File: config.mk
export PLATFORM = sky130hd
export DESIGN_NAME = sbm_mapper
export DESIGN_NICKNAME = d
export VERILOG_FILES = /design/src/rtl/sbm_mapper.v
export VERILOG_INCLUDE_DIRS = /design/src /design/src/rtl
export SDC_FILE = /design/constraint.sdc
export NUM_CORES = 1
export LEC_CHECK = 0
export BUFFER_PORTS_ARGS = -buffer_cell sky130_fd_sc_hd__buf_2
export CAP_MARGIN = 15
export CORE_ASPECT_RATIO = 2
export CORE_MARGIN = 4
export CORE_UTILIZATION = 50
export DETAILED_ROUTE_END_ITERATION = 7
export GPL_ROUTABILITY_DRIVEN = 0
export GPL_TIMING_DRIVEN = 0
export HOLD_SLACK_MARGIN = 0.05
export PLACE_DENSITY = 0.77
export RECOVER_POWER = 100
export SETUP_SLACK_MARGIN = 0.2
export SLEW_MARGIN = 20
export SYNTH_ARGS = -nofsm -noshare
export SYNTH_HDL_FRONTEND = slang
export SYNTH_SLANG_ARGS = --single-unit
File: constraint.sdc
create_clock -name clock_i -period 2 [get_ports clock_i]
set_clock_uncertainty 0.15 [all_clocks]
set_input_delay 0.3 -clock clock_i [delete_from_list [all_inputs] [get_ports clock_i]]
set_output_delay 0.3 -clock clock_i [all_outputs]
set_load 0.02 [all_outputs]
File: src/rtl/sbm_consts.vh
// Constants for the serial bank mapper: register offsets, field positions,
// reset values and sequence counts.
// Assumes inclusion by bare name from the mapper module only.
`ifndef SBM_CONSTS_VH
`define SBM_CONSTS_VH

// =====================================================================
// Register offsets in the CPU program window
`define SBM_OFS_CFG 16'h8000
`define SBM_OFS_PAT_LO 16'ha000
`define SBM_OFS_PAT_HI 16'hc000
`define SBM_OFS_PRG 16'he000

// =====================================================================
// Register select from CPU address bits 14:13
`define SBM_SEL_CFG 2'h0
`define SBM_SEL_PAT_LO 2'h1
`define SBM_SEL_PAT_HI 2'h2
`define SBM_SEL_PRG 2'h3

// =====================================================================
// Serial write data bits
`define SBM_DATA_SERIAL_BIT 0
`define SBM_DATA_CLEAR_BIT 7
`define SBM_SHIFT_WRITES 3'h5
`define SBM_LAST_WRITE 3'h4

// =====================================================================
// Configuration fields
`define SBM_CFG_MIRROR_LSB 0
`define SBM_CFG_PRGMODE_LSB 2
`define SBM_CFG_PATSIZE_BIT 4
`define SBM_MIRROR_VERT 2'h2
`define SBM_MIRROR_HORZ 2'h3
`define SBM_PRGMODE_FIX_LOW 2'h2
`define SBM_PRGMODE_FIX_HIGH 2'h3
`define SBM_SEGMENT_BIT 4

// =====================================================================
// Reset values
`define SBM_RST_CFG 5'h0c
`define SBM_RST_PAT_LO 5'h00
`define SBM_RST_PAT_HI 5'h00
`define SBM_RST_PRG 5'h00
`define SBM_RST_SHIFT 5'h00
`define SBM_RST_COUNT 3'h0

// =====================================================================
// Program ROM sizes in kilobytes
`define SBM_PRG_KB_512 512
`define SBM_PRG_KB_1024 1024

`endif

File: src/rtl/sbm_mapper.v
// Serial bank mapper: CPU writes load four 5-bit registers serially;
// outputs program ROM, pattern memory and name table address mapping.
// Assumes CPU address and data stay stable while the program strobe is low.
// Assumes every CPU pin holds each level for at least two clocks.
`timescale 1ns/10ps
`default_nettype none
`include "sbm_consts.vh"

module sbm_mapper #(
    parameter PRG_KB = 1024,
    parameter SYNC_W = 2
) (
    // Clock, reset, enable
    input wire clock_i,
    input wire reset_i,
    input wire clk_en_i,
    // CPU cartridge bus
    input wire cpu_prg_n_i,
    input wire cpu_rw_i,
    input wire [14:0] cpu_addr_i,
    input wire [7:0] cpu_data_i,
    // Pattern memory bus
    input wire [12:0] ppu_addr_i,
    input wire ppu_a10_i,
    input wire ppu_a11_i,
    // Mapped addresses
    output reg [19:0] program_rom_addr_o,
    output reg [16:0] pattern_memory_addr_o,
    output reg nametable_a10_o,
    // State view
    output reg [2:0] write_count_o,
    output reg [4:0] mapper_configuration_o
);

    // =================================================================
    // Pin synchronisers
    localparam PIN_W = SYNC_W + 10;

    wire [PIN_W-1:0] pin_raw;
    wire [PIN_W-1:0] pin_filt;

    assign pin_raw = {cpu_addr_i[14:13], cpu_data_i, cpu_rw_i, cpu_prg_n_i};

    genvar gi;
    generate
        for (gi = 0; gi < PIN_W; gi = gi + 1) begin : g_sync
            reg s1_reg;
            reg s2_reg;
            reg s3_reg;
            reg filt_reg;
            always @(posedge clock_i) begin
                if (reset_i) begin
                    s1_reg <= 1'b1;
                    s2_reg <= 1'b1;
                    s3_reg <= 1'b1;
                    filt_reg <= 1'b1;
                end else if (clk_en_i) begin
                    s1_reg <= pin_raw[gi];
                    s2_reg <= s1_reg;
                    s3_reg <= s2_reg;
                    if (s2_reg == s3_reg) begin
                        filt_reg <= s3_reg;
                    end
                end
            end
            assign pin_filt[gi] = filt_reg;
        end
    endgenerate

    // =================================================================
    // Filtered write fields
    wire [7:0] sync_data;
    wire [1:0] sync_sel;

    assign sync_data = pin_filt[SYNC_W+7:SYNC_W];
    assign sync_sel = pin_filt[SYNC_W+9:SYNC_W+8];

    // =================================================================
    // Write strobe detection
    wire prg_n_filt;
    wire rw_filt;
    reg prg_n_last_reg;
    wire write_evt;

    assign prg_n_filt = pin_filt[0];
    assign rw_filt = pin_filt[1];
    assign write_evt = prg_n_last_reg & ~prg_n_filt & ~rw_filt;

    always @(posedge clock_i) begin
        if (reset_i) begin
            prg_n_last_reg <= 1'b1;
        end else if (clk_en_i) begin
            prg_n_last_reg <= prg_n_filt;
        end
    end

    // =================================================================
    // Serial loader
    reg [4:0] shift_reg;
    reg [4:0] shift_next;
    reg [2:0] count_reg;
    reg [2:0] count_next;
    reg [4:0] cfg_reg;
    reg [4:0] cfg_next;
    reg [4:0] pat_lo_reg;
    reg [4:0] pat_lo_next;
    reg [4:0] pat_hi_reg;
    reg [4:0] pat_hi_next;
    reg [4:0] prg_reg;
    reg [4:0] prg_next;
    wire serial_bit;
    wire clear_bit;
    wire [1:0] reg_sel;
    wire [4:0] load_value;

    assign serial_bit = sync_data[`SBM_DATA_SERIAL_BIT];
    assign clear_bit = sync_data[`SBM_DATA_CLEAR_BIT];
    assign reg_sel = sync_sel;
    assign load_value = {serial_bit, shift_reg[4:1]};

    always @* begin
        shift_next = shift_reg;
        count_next = count_reg;
        cfg_next = cfg_reg;
        pat_lo_next = pat_lo_reg;
        pat_hi_next = pat_hi_reg;
        prg_next = prg_reg;
        if (write_evt) begin
            if (clear_bit) begin
                shift_next = `SBM_RST_SHIFT;
                count_next = `SBM_RST_COUNT;
            end else if (count_reg == `SBM_LAST_WRITE) begin
                shift_next = `SBM_RST_SHIFT;
                count_next = `SBM_RST_COUNT;
                case (reg_sel)
                    `SBM_SEL_CFG: begin
                        cfg_next = load_value;
                    end
                    `SBM_SEL_PAT_LO: begin
                        pat_lo_next = load_value;
                    end
                    `SBM_SEL_PAT_HI: begin
                        pat_hi_next = load_value;
                    end
                    `SBM_SEL_PRG: begin
                        prg_next = load_value;
                    end
                    default: begin
                        cfg_next = cfg_reg;
                    end
                endcase
            end else begin
                shift_next = load_value;
                count_next = count_reg + 3'h1;
            end
        end
    end

    always @(posedge clock_i) begin
        if (reset_i) begin
            shift_reg <= `SBM_RST_SHIFT;
            count_reg <= `SBM_RST_COUNT;
        end else if (clk_en_i) begin
            shift_reg <= shift_next;
            count_reg <= count_next;
        end
    end

    always @(posedge clock_i) begin
        if (reset_i) begin
            cfg_reg <= `SBM_RST_CFG;
            pat_lo_reg <= `SBM_RST_PAT_LO;
            pat_hi_reg <= `SBM_RST_PAT_HI;
            prg_reg <= `SBM_RST_PRG;
        end else if (clk_en_i) begin
            cfg_reg <= cfg_next;
            pat_lo_reg <= pat_lo_next;
            pat_hi_reg <= pat_hi_next;
            prg_reg <= prg_next;
        end
    end

    // =================================================================
    // Configuration fields
    wire [1:0] mirror_mode;
    wire [1:0] prg_mode;
    wire pat_4k;

    assign mirror_mode = cfg_reg[`SBM_CFG_MIRROR_LSB+1:`SBM_CFG_MIRROR_LSB];
    assign prg_mode = cfg_reg[`SBM_CFG_PRGMODE_LSB+1:`SBM_CFG_PRGMODE_LSB];
    assign pat_4k = cfg_reg[`SBM_CFG_PATSIZE_BIT];

    // =================================================================
    // 256K segment selection
    reg [1:0] segment;

    always @* begin
        segment = 2'h0;
        if (PRG_KB == `SBM_PRG_KB_512) begin
            segment = {1'b0, pat_lo_reg[`SBM_SEGMENT_BIT]};
        end else if (PRG_KB == `SBM_PRG_KB_1024) begin
            if (pat_4k) begin
                segment = {pat_hi_reg[`SBM_SEGMENT_BIT], pat_lo_reg[`SBM_SEGMENT_BIT]};
            end else begin
                segment = {pat_lo_reg[`SBM_SEGMENT_BIT], 1'b0};
            end
        end
    end

    // =================================================================
    // Program bank selection
    reg [3:0] prg_bank;
    wire cpu_a14;

    assign cpu_a14 = cpu_addr_i[14];

    always @* begin
        prg_bank = prg_reg[3:0];
        case (prg_mode)
            `SBM_PRGMODE_FIX_LOW: begin
                if (cpu_a14) begin
                    prg_bank = prg_reg[3:0];
                end else begin
                    prg_bank = 4'h0;
                end
            end
            `SBM_PRGMODE_FIX_HIGH: begin
                if (cpu_a14) begin
                    prg_bank = 4'hf;
                end else begin
                    prg_bank = prg_reg[3:0];
                end
            end
            default: begin
                prg_bank = {prg_reg[3:1], cpu_a14};
            end
        endcase
    end

    // =================================================================
    // Pattern bank selection
    reg [4:0] pat_bank;
    wire ppu_a12;

    assign ppu_a12 = ppu_addr_i[12];

    always @* begin
        pat_bank = pat_lo_reg;
        if (pat_4k) begin
            if (ppu_a12) begin
                pat_bank = pat_hi_reg;
            end else begin
                pat_bank = pat_lo_reg;
            end
        end else begin
            pat_bank = {pat_lo_reg[4:1], ppu_a12};
        end
    end

    // =================================================================
    // Name table mirroring
    reg nt_a10;

    always @* begin
        nt_a10 = 1'b0;
        case (mirror_mode)
            `SBM_MIRROR_VERT: begin
                nt_a10 = ppu_a10_i;
            end
            `SBM_MIRROR_HORZ: begin
                nt_a10 = ppu_a11_i;
            end
            default: begin
                nt_a10 = 1'b0;
            end
        endcase
    end

    // =================================================================
    // Registered outputs
    always @(posedge clock_i) begin
        if (reset_i) begin
            program_rom_addr_o <= 20'h00000;
        end else if (clk_en_i) begin
            program_rom_addr_o <= {segment, prg_bank, cpu_addr_i[13:0]};
        end
    end

    always @(posedge clock_i) begin
        if (reset_i) begin
            pattern_memory_addr_o <= 17'h00000;
        end else if (clk_en_i) begin
            pattern_memory_addr_o <= {pat_bank, ppu_addr_i[11:0]};
        end
    end

    always @(posedge clock_i) begin
        if (reset_i) begin
            nametable_a10_o <= 1'b0;
        end else if (clk_en_i) begin
            nametable_a10_o <= nt_a10;
        end
    end

    // =================================================================
    // State view outputs
    always @(posedge clock_i) begin
        if (reset_i) begin
            write_count_o <= 3'h0;
        end else if (clk_en_i) begin
            write_count_o <= count_reg;
        end
    end

    always @(posedge clock_i) begin
        if (reset_i) begin
            mapper_configuration_o <= `SBM_RST_CFG;
        end else if (clk_en_i) begin
            mapper_configuration_o <= cfg_reg;
        end
    end

endmodule // sbm_mapper

`default_nettype wire

Yosys cells after proc, flatten, opt, wreduce, memory -nomap -nowiden
Index checks and enable logic that the tools add are counted.
{"block": "totals", "ff_bits": 98, "latch_bits": 0, "ram_bits": 0, "romBits": 0, "output_inout_bits": 46, "word_cells": 79, "memories": 0}
{"block": "op_classes", "addsub": 1, "mul": 0, "div_mod_pow": 0, "order_cmp": 0, "eq_ne": 14, "n_shift": 0, "n_mux": 11, "bitwise": 5, "reduce_logical": 12}
{"op": "$mux 5", "count": 4}
{"op": "$reduce_and 5->1", "count": 4}
{"op": "$reduce_and 2->1", "count": 7}
{"op": "$eq 2x2->1 const B", "count": 6}
{"op": "$mux 4", "count": 2}
{"op": "$pmux 4 s2", "count": 1}
{"op": "$eq 1x1->1", "count": 6}
{"op": "$mux 3", "count": 2}
{"op": "$add 3x1->3 const B", "count": 1}
{"op": "$eq 3x3->1 const B", "count": 1}
{"op": "$not 1->1", "count": 3}
{"op": "$and 1x1->1", "count": 2}
{"op": "$eq 2x1->1 const B", "count": 1}
{"op": "$logic_not 2->1", "count": 1}
{"op": "$mux 2", "count": 1}
{"op": "$pmux 1 s2", "count": 1}

Depth between registers and ports, before layout
Gate-level depths: netlist of the first run.
{"block": "logic_depth", "word_depth": 4, "mapped_depth": 7}

Worst setup path after synthesis of the first run
No wires, ideal clock.
{"block": "synth_path", "kind": "reg-to-reg", "start": "register g_sync[1].filt_reg", "end": "register cfg_reg[4]", "t_arrival_ns": 1.465, "t_required_ns": 1.722, "slack_ns": 0.257, "stages_incl_launch_ff": 6, "synth_period_minus_slack_ns": 1.743, "cell_sequence": "dfxtp_1 > nand4bb_2 > or4b_1 > buf_2 > mux2i_1 > nor2_1"}
{"block": "synth_between", "elab_chain_cells": 3}
{"item": "from (decl)", "line_no": "sbm_mapper.v:50", "rtl": "reg filt_reg;"}
{"item": "from (signal assigned)", "line_no": "sbm_mapper.v:62", "rtl": "filt_reg <= s3_reg;"}
{"item": "$not 1->1", "line_no": "sbm_mapper.v:87", "rtl": "assign write_evt = prg_n_last_reg & ~prg_n_filt & ~rw_filt;"}
{"item": "$and 1x1->1", "line_no": "sbm_mapper.v:87"}
{"item": "$reduce_and 5->1 (no source line)"}
{"item": "to (signal assigned)", "line_no": "sbm_mapper.v:171", "rtl": "cfg_reg <= `SBM_RST_CFG;"}
{"item": "to (signal assigned)", "line_no": "sbm_mapper.v:176", "rtl": "cfg_reg <= cfg_next;"}
{"item": "to (decl)", "line_no": "sbm_mapper.v:103", "rtl": "reg [4:0] cfg_reg;"}
Every way passes these cells.
A chain may end at the register's enable or synchronous reset.

Worst setup path after layout of the first run
{"block": "layout_path", "start": "register g_sync[1].filt_reg", "end": "register cfg_reg[2]"}
The elaborated chain is that of the path after synthesis.

==> summary.md, run 1 <==
| Metric | Value |
|---|---|
| Boundary Pins | 89 |
| Crit path DAT | 1.92 ns |
| Final #Nets | 548 |
| Psw | 975 uW |
| Grt ovf | 0 |
| Storage cell area | 1950 um2 |
| Initial antenna violation count | 0 |
| Multi-input gate area | 1670 um2 |
| Crit. End Element | flop |
| Sequential fraction of the synthesis area | 0.523 |
| Logic pwr share | 0.085 |
| Clk pwr share | 0.445 |
| CTS Buf Count | 9 |
| First-pass GRT wire length | 14500 um |
| R2R cell count | 5 |
| # DRC | 0 |
| Final wirelength | 9010 um |
| Avg Cell Area, Syn | 9.67 um2 |
| Reg2reg start | g_sync[1].filt_reg |
| Max-cap violations | 0 |
| Post-DP HPWL | 6340 um |
| FP Rows | 44 |
| DR vias | 3111 |
| Worst rel slew slack | 0.610 |
| CP required | 2.08 ns |
| Synth Instances | 384 |
| Max reg flops | 20 |
| WHS Endpoint | program_rom_addr_o[2] |
| Final min period | 1.84 ns |
| Area added between synthesis and finish | 30.4% |
| Core Area | 7270 um2 |
| Max rail drop VDD | 0.525 mV |
| Fin Setup TNS | 0 ns |
| Final hold slack | 0.0524 ns |
| Static Leak | 2.05 nW |
| R2r setup slk | 0.16 ns |
| Top cell type by total area after synthesis | dfxtp_1 |
| Die Y | 130 um |
| Count of different cell masters after synthesis | 31 |
| Crit path launch type | flop |
| Final-layout fill cell count | 623 |
| Total die area | 8950 um2 |
| Biggest regs | program_rom_addr_o: 20 flops, pattern_memory_addr_o: 17 flops |
| Sw Ratio | 0.224 |
| Power per cell area | 899 nW/um2 |
| Per-cell routed wire length | 15.0 um |
| Synth Cell Area | 3710 um2 |
| CTS Root Cell | clkbuf_16 |
| Clock Path Buffers | 2 |
| Final setup viols | 0 |
| Vias in the first global route | 3060 |
| WHS Path Cells | 3 |
| DIE WIDTH | 68.9 um |
| Synthesized net count | 429 |
| Avg Vias per Cell | 5.19 |
| Largest net degree at the start of global routing | 17 |
| Antenna viol nets, final | 0 |
| Hold WC Path Type | input pin to flop |
| Final period util | 0.920 |
| Top cells by area, synth | dfxtp_1 52%, mux2i_1 14%, nor2_1 7.0% |
| Share of layout cells above drive strength 1 | 0.148 |
| TritonCTS clock tree | yes |
| Most flops, register | program_rom_addr_o |
| Fmax | 0.543 GHz |
| 1st-pass router iterations | 4 |
| R2r endpoint | cfg_reg[2] |
| Starting DRT DRC Count | 158 |
| Clock latency on the worst-skew pair | 0.34 ns |
| Slew Limit Fails | 0 |
| Status | finished, final reports clean |
| H-Tree Depth | 3 |
| Initial Utilization | 0.511 |
| Worst-path clk slew | 0.07 ns |
| Critical path type | flop to flop |
| Worst hold start | cpu_addr_i[2] |
| N_diodes | 0 |
| CTS sink count | 97 |
| Share of the synthesized area in the top cell type | 0.523 |
| Internal power | 3.38 mW |
| Gr usage total | 0.216 |
| Critical path peak fanout | 7 |
| Unrepaired setup endpoints after global routing | yes |
| Final hold violations | 0 |
| Worst-Margin Slew | 0.585 ns |
| Flop and latch count out of synthesis | 97 |
| PortBufs | 81 |
| Sequential share of power | 0.469 |
| Syn. warnings | 0 |
[timing repair]
item | 4_1_cts | 5_1_grt
endpoints found under the hold margin | 22 | 0
endpoints found under the setup margin | 20 | 19
pin swaps | 4 | 5
hold buffers | 22 | 0
setup buffers | 1 | 4
gates resized for setup | 13 | 11
[per-layer routing]
metal | global-route usage | vias up | routed length (um)
li1 | - | 1553 | -
met4 | 0.113 | 0 | 262
met3 | 0.0362 | 22 | 327
met1 | 0.236 | 1462 | 3390
met5 | 0 | - | 0
met2 | 0.383 | 74 | 5030
[power by group through the flow]
stage / combinational, mW / clock, mW / sequential, mW
2_1_floorplan: 0.168 / 0 / 2.13
3_3_place_gp: 0.340 / 0 / 2.08
3_5_place_dp: 0.349 / 0 / 2.08
4_1_cts: 0.384 / 1.98 / 2.04
5_1_grt: 0.410 / 2.07 / 2.05
6_report: 0.372 / 1.94 / 2.04
[worst max-delay path, cell delays in order (launching register included)]
cell       delay, ns
dfxtp_1         0.32
nand4bb_4       0.27
or4b_1          0.60
buf_8           0.17
nor3_1          0.15
a21oi_1         0.06
[layout by cell type, fill, tap and decap left out, drive strengths merged, types with 11 or more instances in the layout]
master | Yosys | final
nand2 | 11 | 11
nor2b | 16 | 16
a211o | 15 | 15
a21oi | 26 | 26
nor2 | 69 | 69
dfxtp | 97 | 97
clkbuf | 20 | 81
buf | 7 | 41
dlygate4sd3 | 0 | 22
mux2i | 52 | 52
[kinds of logic (layout without fill, tap and decap cells)]
logic type	count (synthesis)	count (layout)	synth area share
adders and majority gates	2	2	0.00674
DFF	97	97	0.523
muxes	53	53	0.143
AOI/OAI and AO/OA	69	69	0.121
buffers and inverters	37	161	0.0398
and+or+nand+nor	126	126	0.166
[cells in the mapped netlist]
cell	instances
nor3b_1	2
nand4bb_2	1
a211o_1	15
o21ai_0	10
clkbuf_1	20
nand2_1	11
or4_1	1
or4b_1	2
a21oi_1	26
buf_2	7
o21bai_1	6
a31oi_1	1
o22ai_1	1
a21o_1	1
and3_1	1
a22oi_1	4
nand2b_1	10
inv_1	10
a211oi_1	1
mux2i_1	52
dfxtp_1	97
mux2_2	1
nor2_1	69
nand3_1	7
nor4_4	1
nand3b_1	1
a311oi_1	4
ha_1	2
nor3_1	3
nor3_2	1
nor2b_1	16
[per-stage QoR]
stage                     total power [mW]  instance area [um2]  std cells  setup slack, ns  utilization
final                                 4.35                 4840        600            0.160        0.666
after global routing                  4.53                 4840        600           0.0643        0.666
after CTS                             4.40                 4860        596            0.203        0.668
after detailed placement              2.43                 4230        557           0.0472        0.582
after global placement                2.42                 4230        557           0.0762        0.582
after floorplan                       2.30                 3710        384            0.257            -
[worst max path at each step]
stage | from | end | slack (ns) | cells past startpoint
6_report | g_sync[1].filt_reg | cfg_reg[2] | 0.16 | 5
5_1_grt | count_reg[0] | cfg_reg[2] | 0.06 | 7
4_1_cts | count_reg[0] | cfg_reg[4] | 0.20 | 7
3_5_place_dp | reset_i | shift_reg[3] | 0.05 | 4
3_3_place_gp | clk_en_i | pat_hi_reg[3] | 0.08 | 6
2_1_floorplan | g_sync[1].filt_reg | cfg_reg[4] | 0.26 | 5
[cell type report]
| cell class | instances | area share |
|---|---|---|
| plain buffers | 27 | 0.0258 |
| clock buffers | 9 | 0.0465 |
| clock inverters | 7 | 0.0245 |
| inverters | 10 | 0.00775 |
| multi-input cells | 250 | 0.345 |
| flip-flops and latches | 97 | 0.402 |
| well taps | 92 | 0.0238 |
| repair buffers | 108 | 0.125 |
(Power assumes the default switching activity.)
==> inputs of run 2 (changes only) <==
CORE_UTILIZATION = 48   (was 50)
PLACE_DENSITY = 0.76   (was 0.77)
clock period = 1.6 ns   (was 2 ns; I/O delays follow)
==> summary.md, run 2 (same netlist as run 1, synthesis figures left out) <==
| Metric | Value |
|---|---|
| H-Tree Depth | 3 (unchanged) |
| CTS sink count | 97 (unchanged) |
| Avg Vias per Cell | 5.26 (+1.5%) |
| Static Leak | 2.19 nW (+6.5%) |
| Max reg flops | 20 (unchanged) |
| Final non-filler cell total | 623 (+3.8%) |
| Critical path peak fanout | 5 (-2) |
| Starting DRT DRC Count | 119 (-25%) |
| 1st-pass router iterations | 4 (unchanged) |
| # DRC | 0 (unchanged) |
| Grt ovf | 0 (unchanged) |
| Crit path launch type | flop |
| CTS Buf Count | 9 (unchanged) |
| Gr usage total | 0.212 (-0.00429) |
| Grt met3 use | 0.0344 (-0.00182) |
| Worst-path clk slew | 0.06 ns (about the same) |
| CP required | 1.66 ns (-0.42 ns) |
| Antenna viol nets, final | 0 (unchanged) |
| Max rail drop VDD | 0.801 mV (+53%) |
| Slew Limit Fails | 0 (unchanged) |
| Worst-Margin Slew | 0.554 ns (-0.0311 ns) |
| Post-DP HPWL | 6290 um (-0.79%) |
| Per-cell routed wire length | 15.7 um (+4.6%) |
| Area added between synthesis and finish | 37.1% |
| Unrepaired setup endpoints after global routing | yes |
| Clock latency on the worst-skew pair | 0.34 ns (about the same) |
| Commonest non-fill, non-tap cell in the layout | dfxtp_1 |
| N_diodes | 0 (unchanged) |
| Share of layout cells above drive strength 1 | 0.193 (+0.0452) |
| First-pass GRT wire length | 15600 um (+7.6%) |
| DR vias | 3279 (+5.4%) |
| CTS Root Cell | clkbuf_16 |
| Power per cell area | 989 nW/um2 (+10%) |
| Crit path DAT | 1.88 ns (-0.04 ns) |
| Most flops, register | program_rom_addr_o |
| Final #Nets | 569 (+3.8%) |
| Largest net degree at the start of global routing | 15 (-2) |
| Biggest regs | program_rom_addr_o: 20 flops, pattern_memory_addr_o: 17 flops |
| FP Rows | 45 (+2.3%) |
| Max-cap violations | 0 (unchanged) |
| Worst rel slew slack | 0.631 (+0.0207) |
| Post-layout util | 0.675 (+0.00847) |
| Boundary Pins | 89 (unchanged) |
| Final min period | 1.82 ns (-0.0222 ns) |
| Final worst setup slack | -0.218 ns (-0.378 ns) |
| Critical path type | flop to flop |
| Most frequent cells in the layout | 93 x dfxtp_1, 69 x nor2_1, 65 x clkbuf_1 |
| Initial Utilization | 0.492 (-0.0188) |
| Final setup viols | 25 (+25) |
| Die Y | 132 um (+1.9%) |
| GR Util met2 | 0.394 (+0.0107) |
| Clock Path Buffers | 2 (unchanged) |
| Final wirelength | 9790 um (+8.6%) |
| TritonCTS clock tree | yes |
| Final hold violations | 0 (unchanged) |
| Vias in the first global route | 3297 (+7.7%) |
| Violated checks | negative setup slack |
| Fmax | 0.550 GHz (+1.2%) |
| Hold WC Path Type | input pin to flop |
| Core Area | 7540 um2 (+3.8%) |
| DIE WIDTH | 70.2 um (+1.8%) |
| Post-Place Cells | 559 (+0.36%) |
| Status | finished, violations left |
| GRT Max-Usage Layer | met2 |
| GR met1 Demand/Resource | 0.214 (-0.0227) |
| PortBufs | 81 (unchanged) |
| Final period util | 1.14 (+0.216) |
| Initial antenna violation count | 0 (unchanged) |
| Crit. End Element | flop |
| Total die area | 9290 um2 (+3.8%) |
-- run 2: layout make-up --
type	instances	area, um2
fillers	636	2450
flip-flops and latches	97	1950
multi-input cells	250	1750
repair buffers	129	828
clock buffers	13	260
plain buffers	27	138
well taps	94	118
inverters	10	37.5
clock inverters	3	15.0
-- run 2: per-stage QoR --
step	hold WS [ns]	worst slack (ns)	power [mW]	TNS, ns	instance area (um2)
2_1_floorplan	0.212	-0.0861	2.88	-0.781	3780
3_3_place_gp	0.286	-0.272	3.03	-13.66	4300
3_5_place_dp	0.292	-0.299	3.04	-15.69	4300
4_1_cts	0.0977	-0.173	5.06	-2.98	5090
5_1_grt	0.113	-0.288	5.22	-5.83	5090
6_report	0.102	-0.218	5.04	-3.84	5090
-- run 2: power breakdown --
group          internal, mW  leakage [nW]  switching [mW]
clock network          1.13         0.139           0.863
registers              2.50         0.794          0.0515
logic                 0.211          1.25           0.274
total                  3.85          2.19            1.19
-- run 2: worst max-delay path: stages, from the launching register on --
cell and delay [ns]:
dfxtp_2 0.33, nand4bb_4 0.28, or4_4 0.53, buf_8 0.16, mux2i_2 0.17, nor2_1 0.06
-- run 2: per-layer routing --
layer  routed length (um)  vias to the layer above
li1                     -                     1596
met1                 3610                     1558
met2                 5460                       98
met3                  355                       27
met4                  366                        0
met5                    0                        -
-- run 2: path summary, 6_finish.rpt --
| kind | depth (start not counted) | start | endpoint | slack, ns |
|---|---|---|---|---|
| setup / recovery | 5 | g_sync[1].filt_reg | pat_hi_reg[2] | -0.22 |
| setup reg to reg | 5 | g_sync[1].filt_reg | pat_hi_reg[2] | -0.22 |
| hold / removal | 3 | ppu_addr_i[12] | pattern_memory_addr_o[13] | 0.10 |
| hold reg to reg | 2 | g_sync[11].s3_reg | g_sync[11].s3_reg | 0.31 |
-- run 2: what timing repair did --
item / 4_1_cts / 5_1_grt
endpoints found under the hold margin: 32 / 0
pin swaps: 8 / 8
buffers inserted: 14 / 3
endpoints found under the setup margin: 57 / 67
hold buffers: 31 / 0
gates cloned: 0 / 0
gates resized for setup: 21 / 15
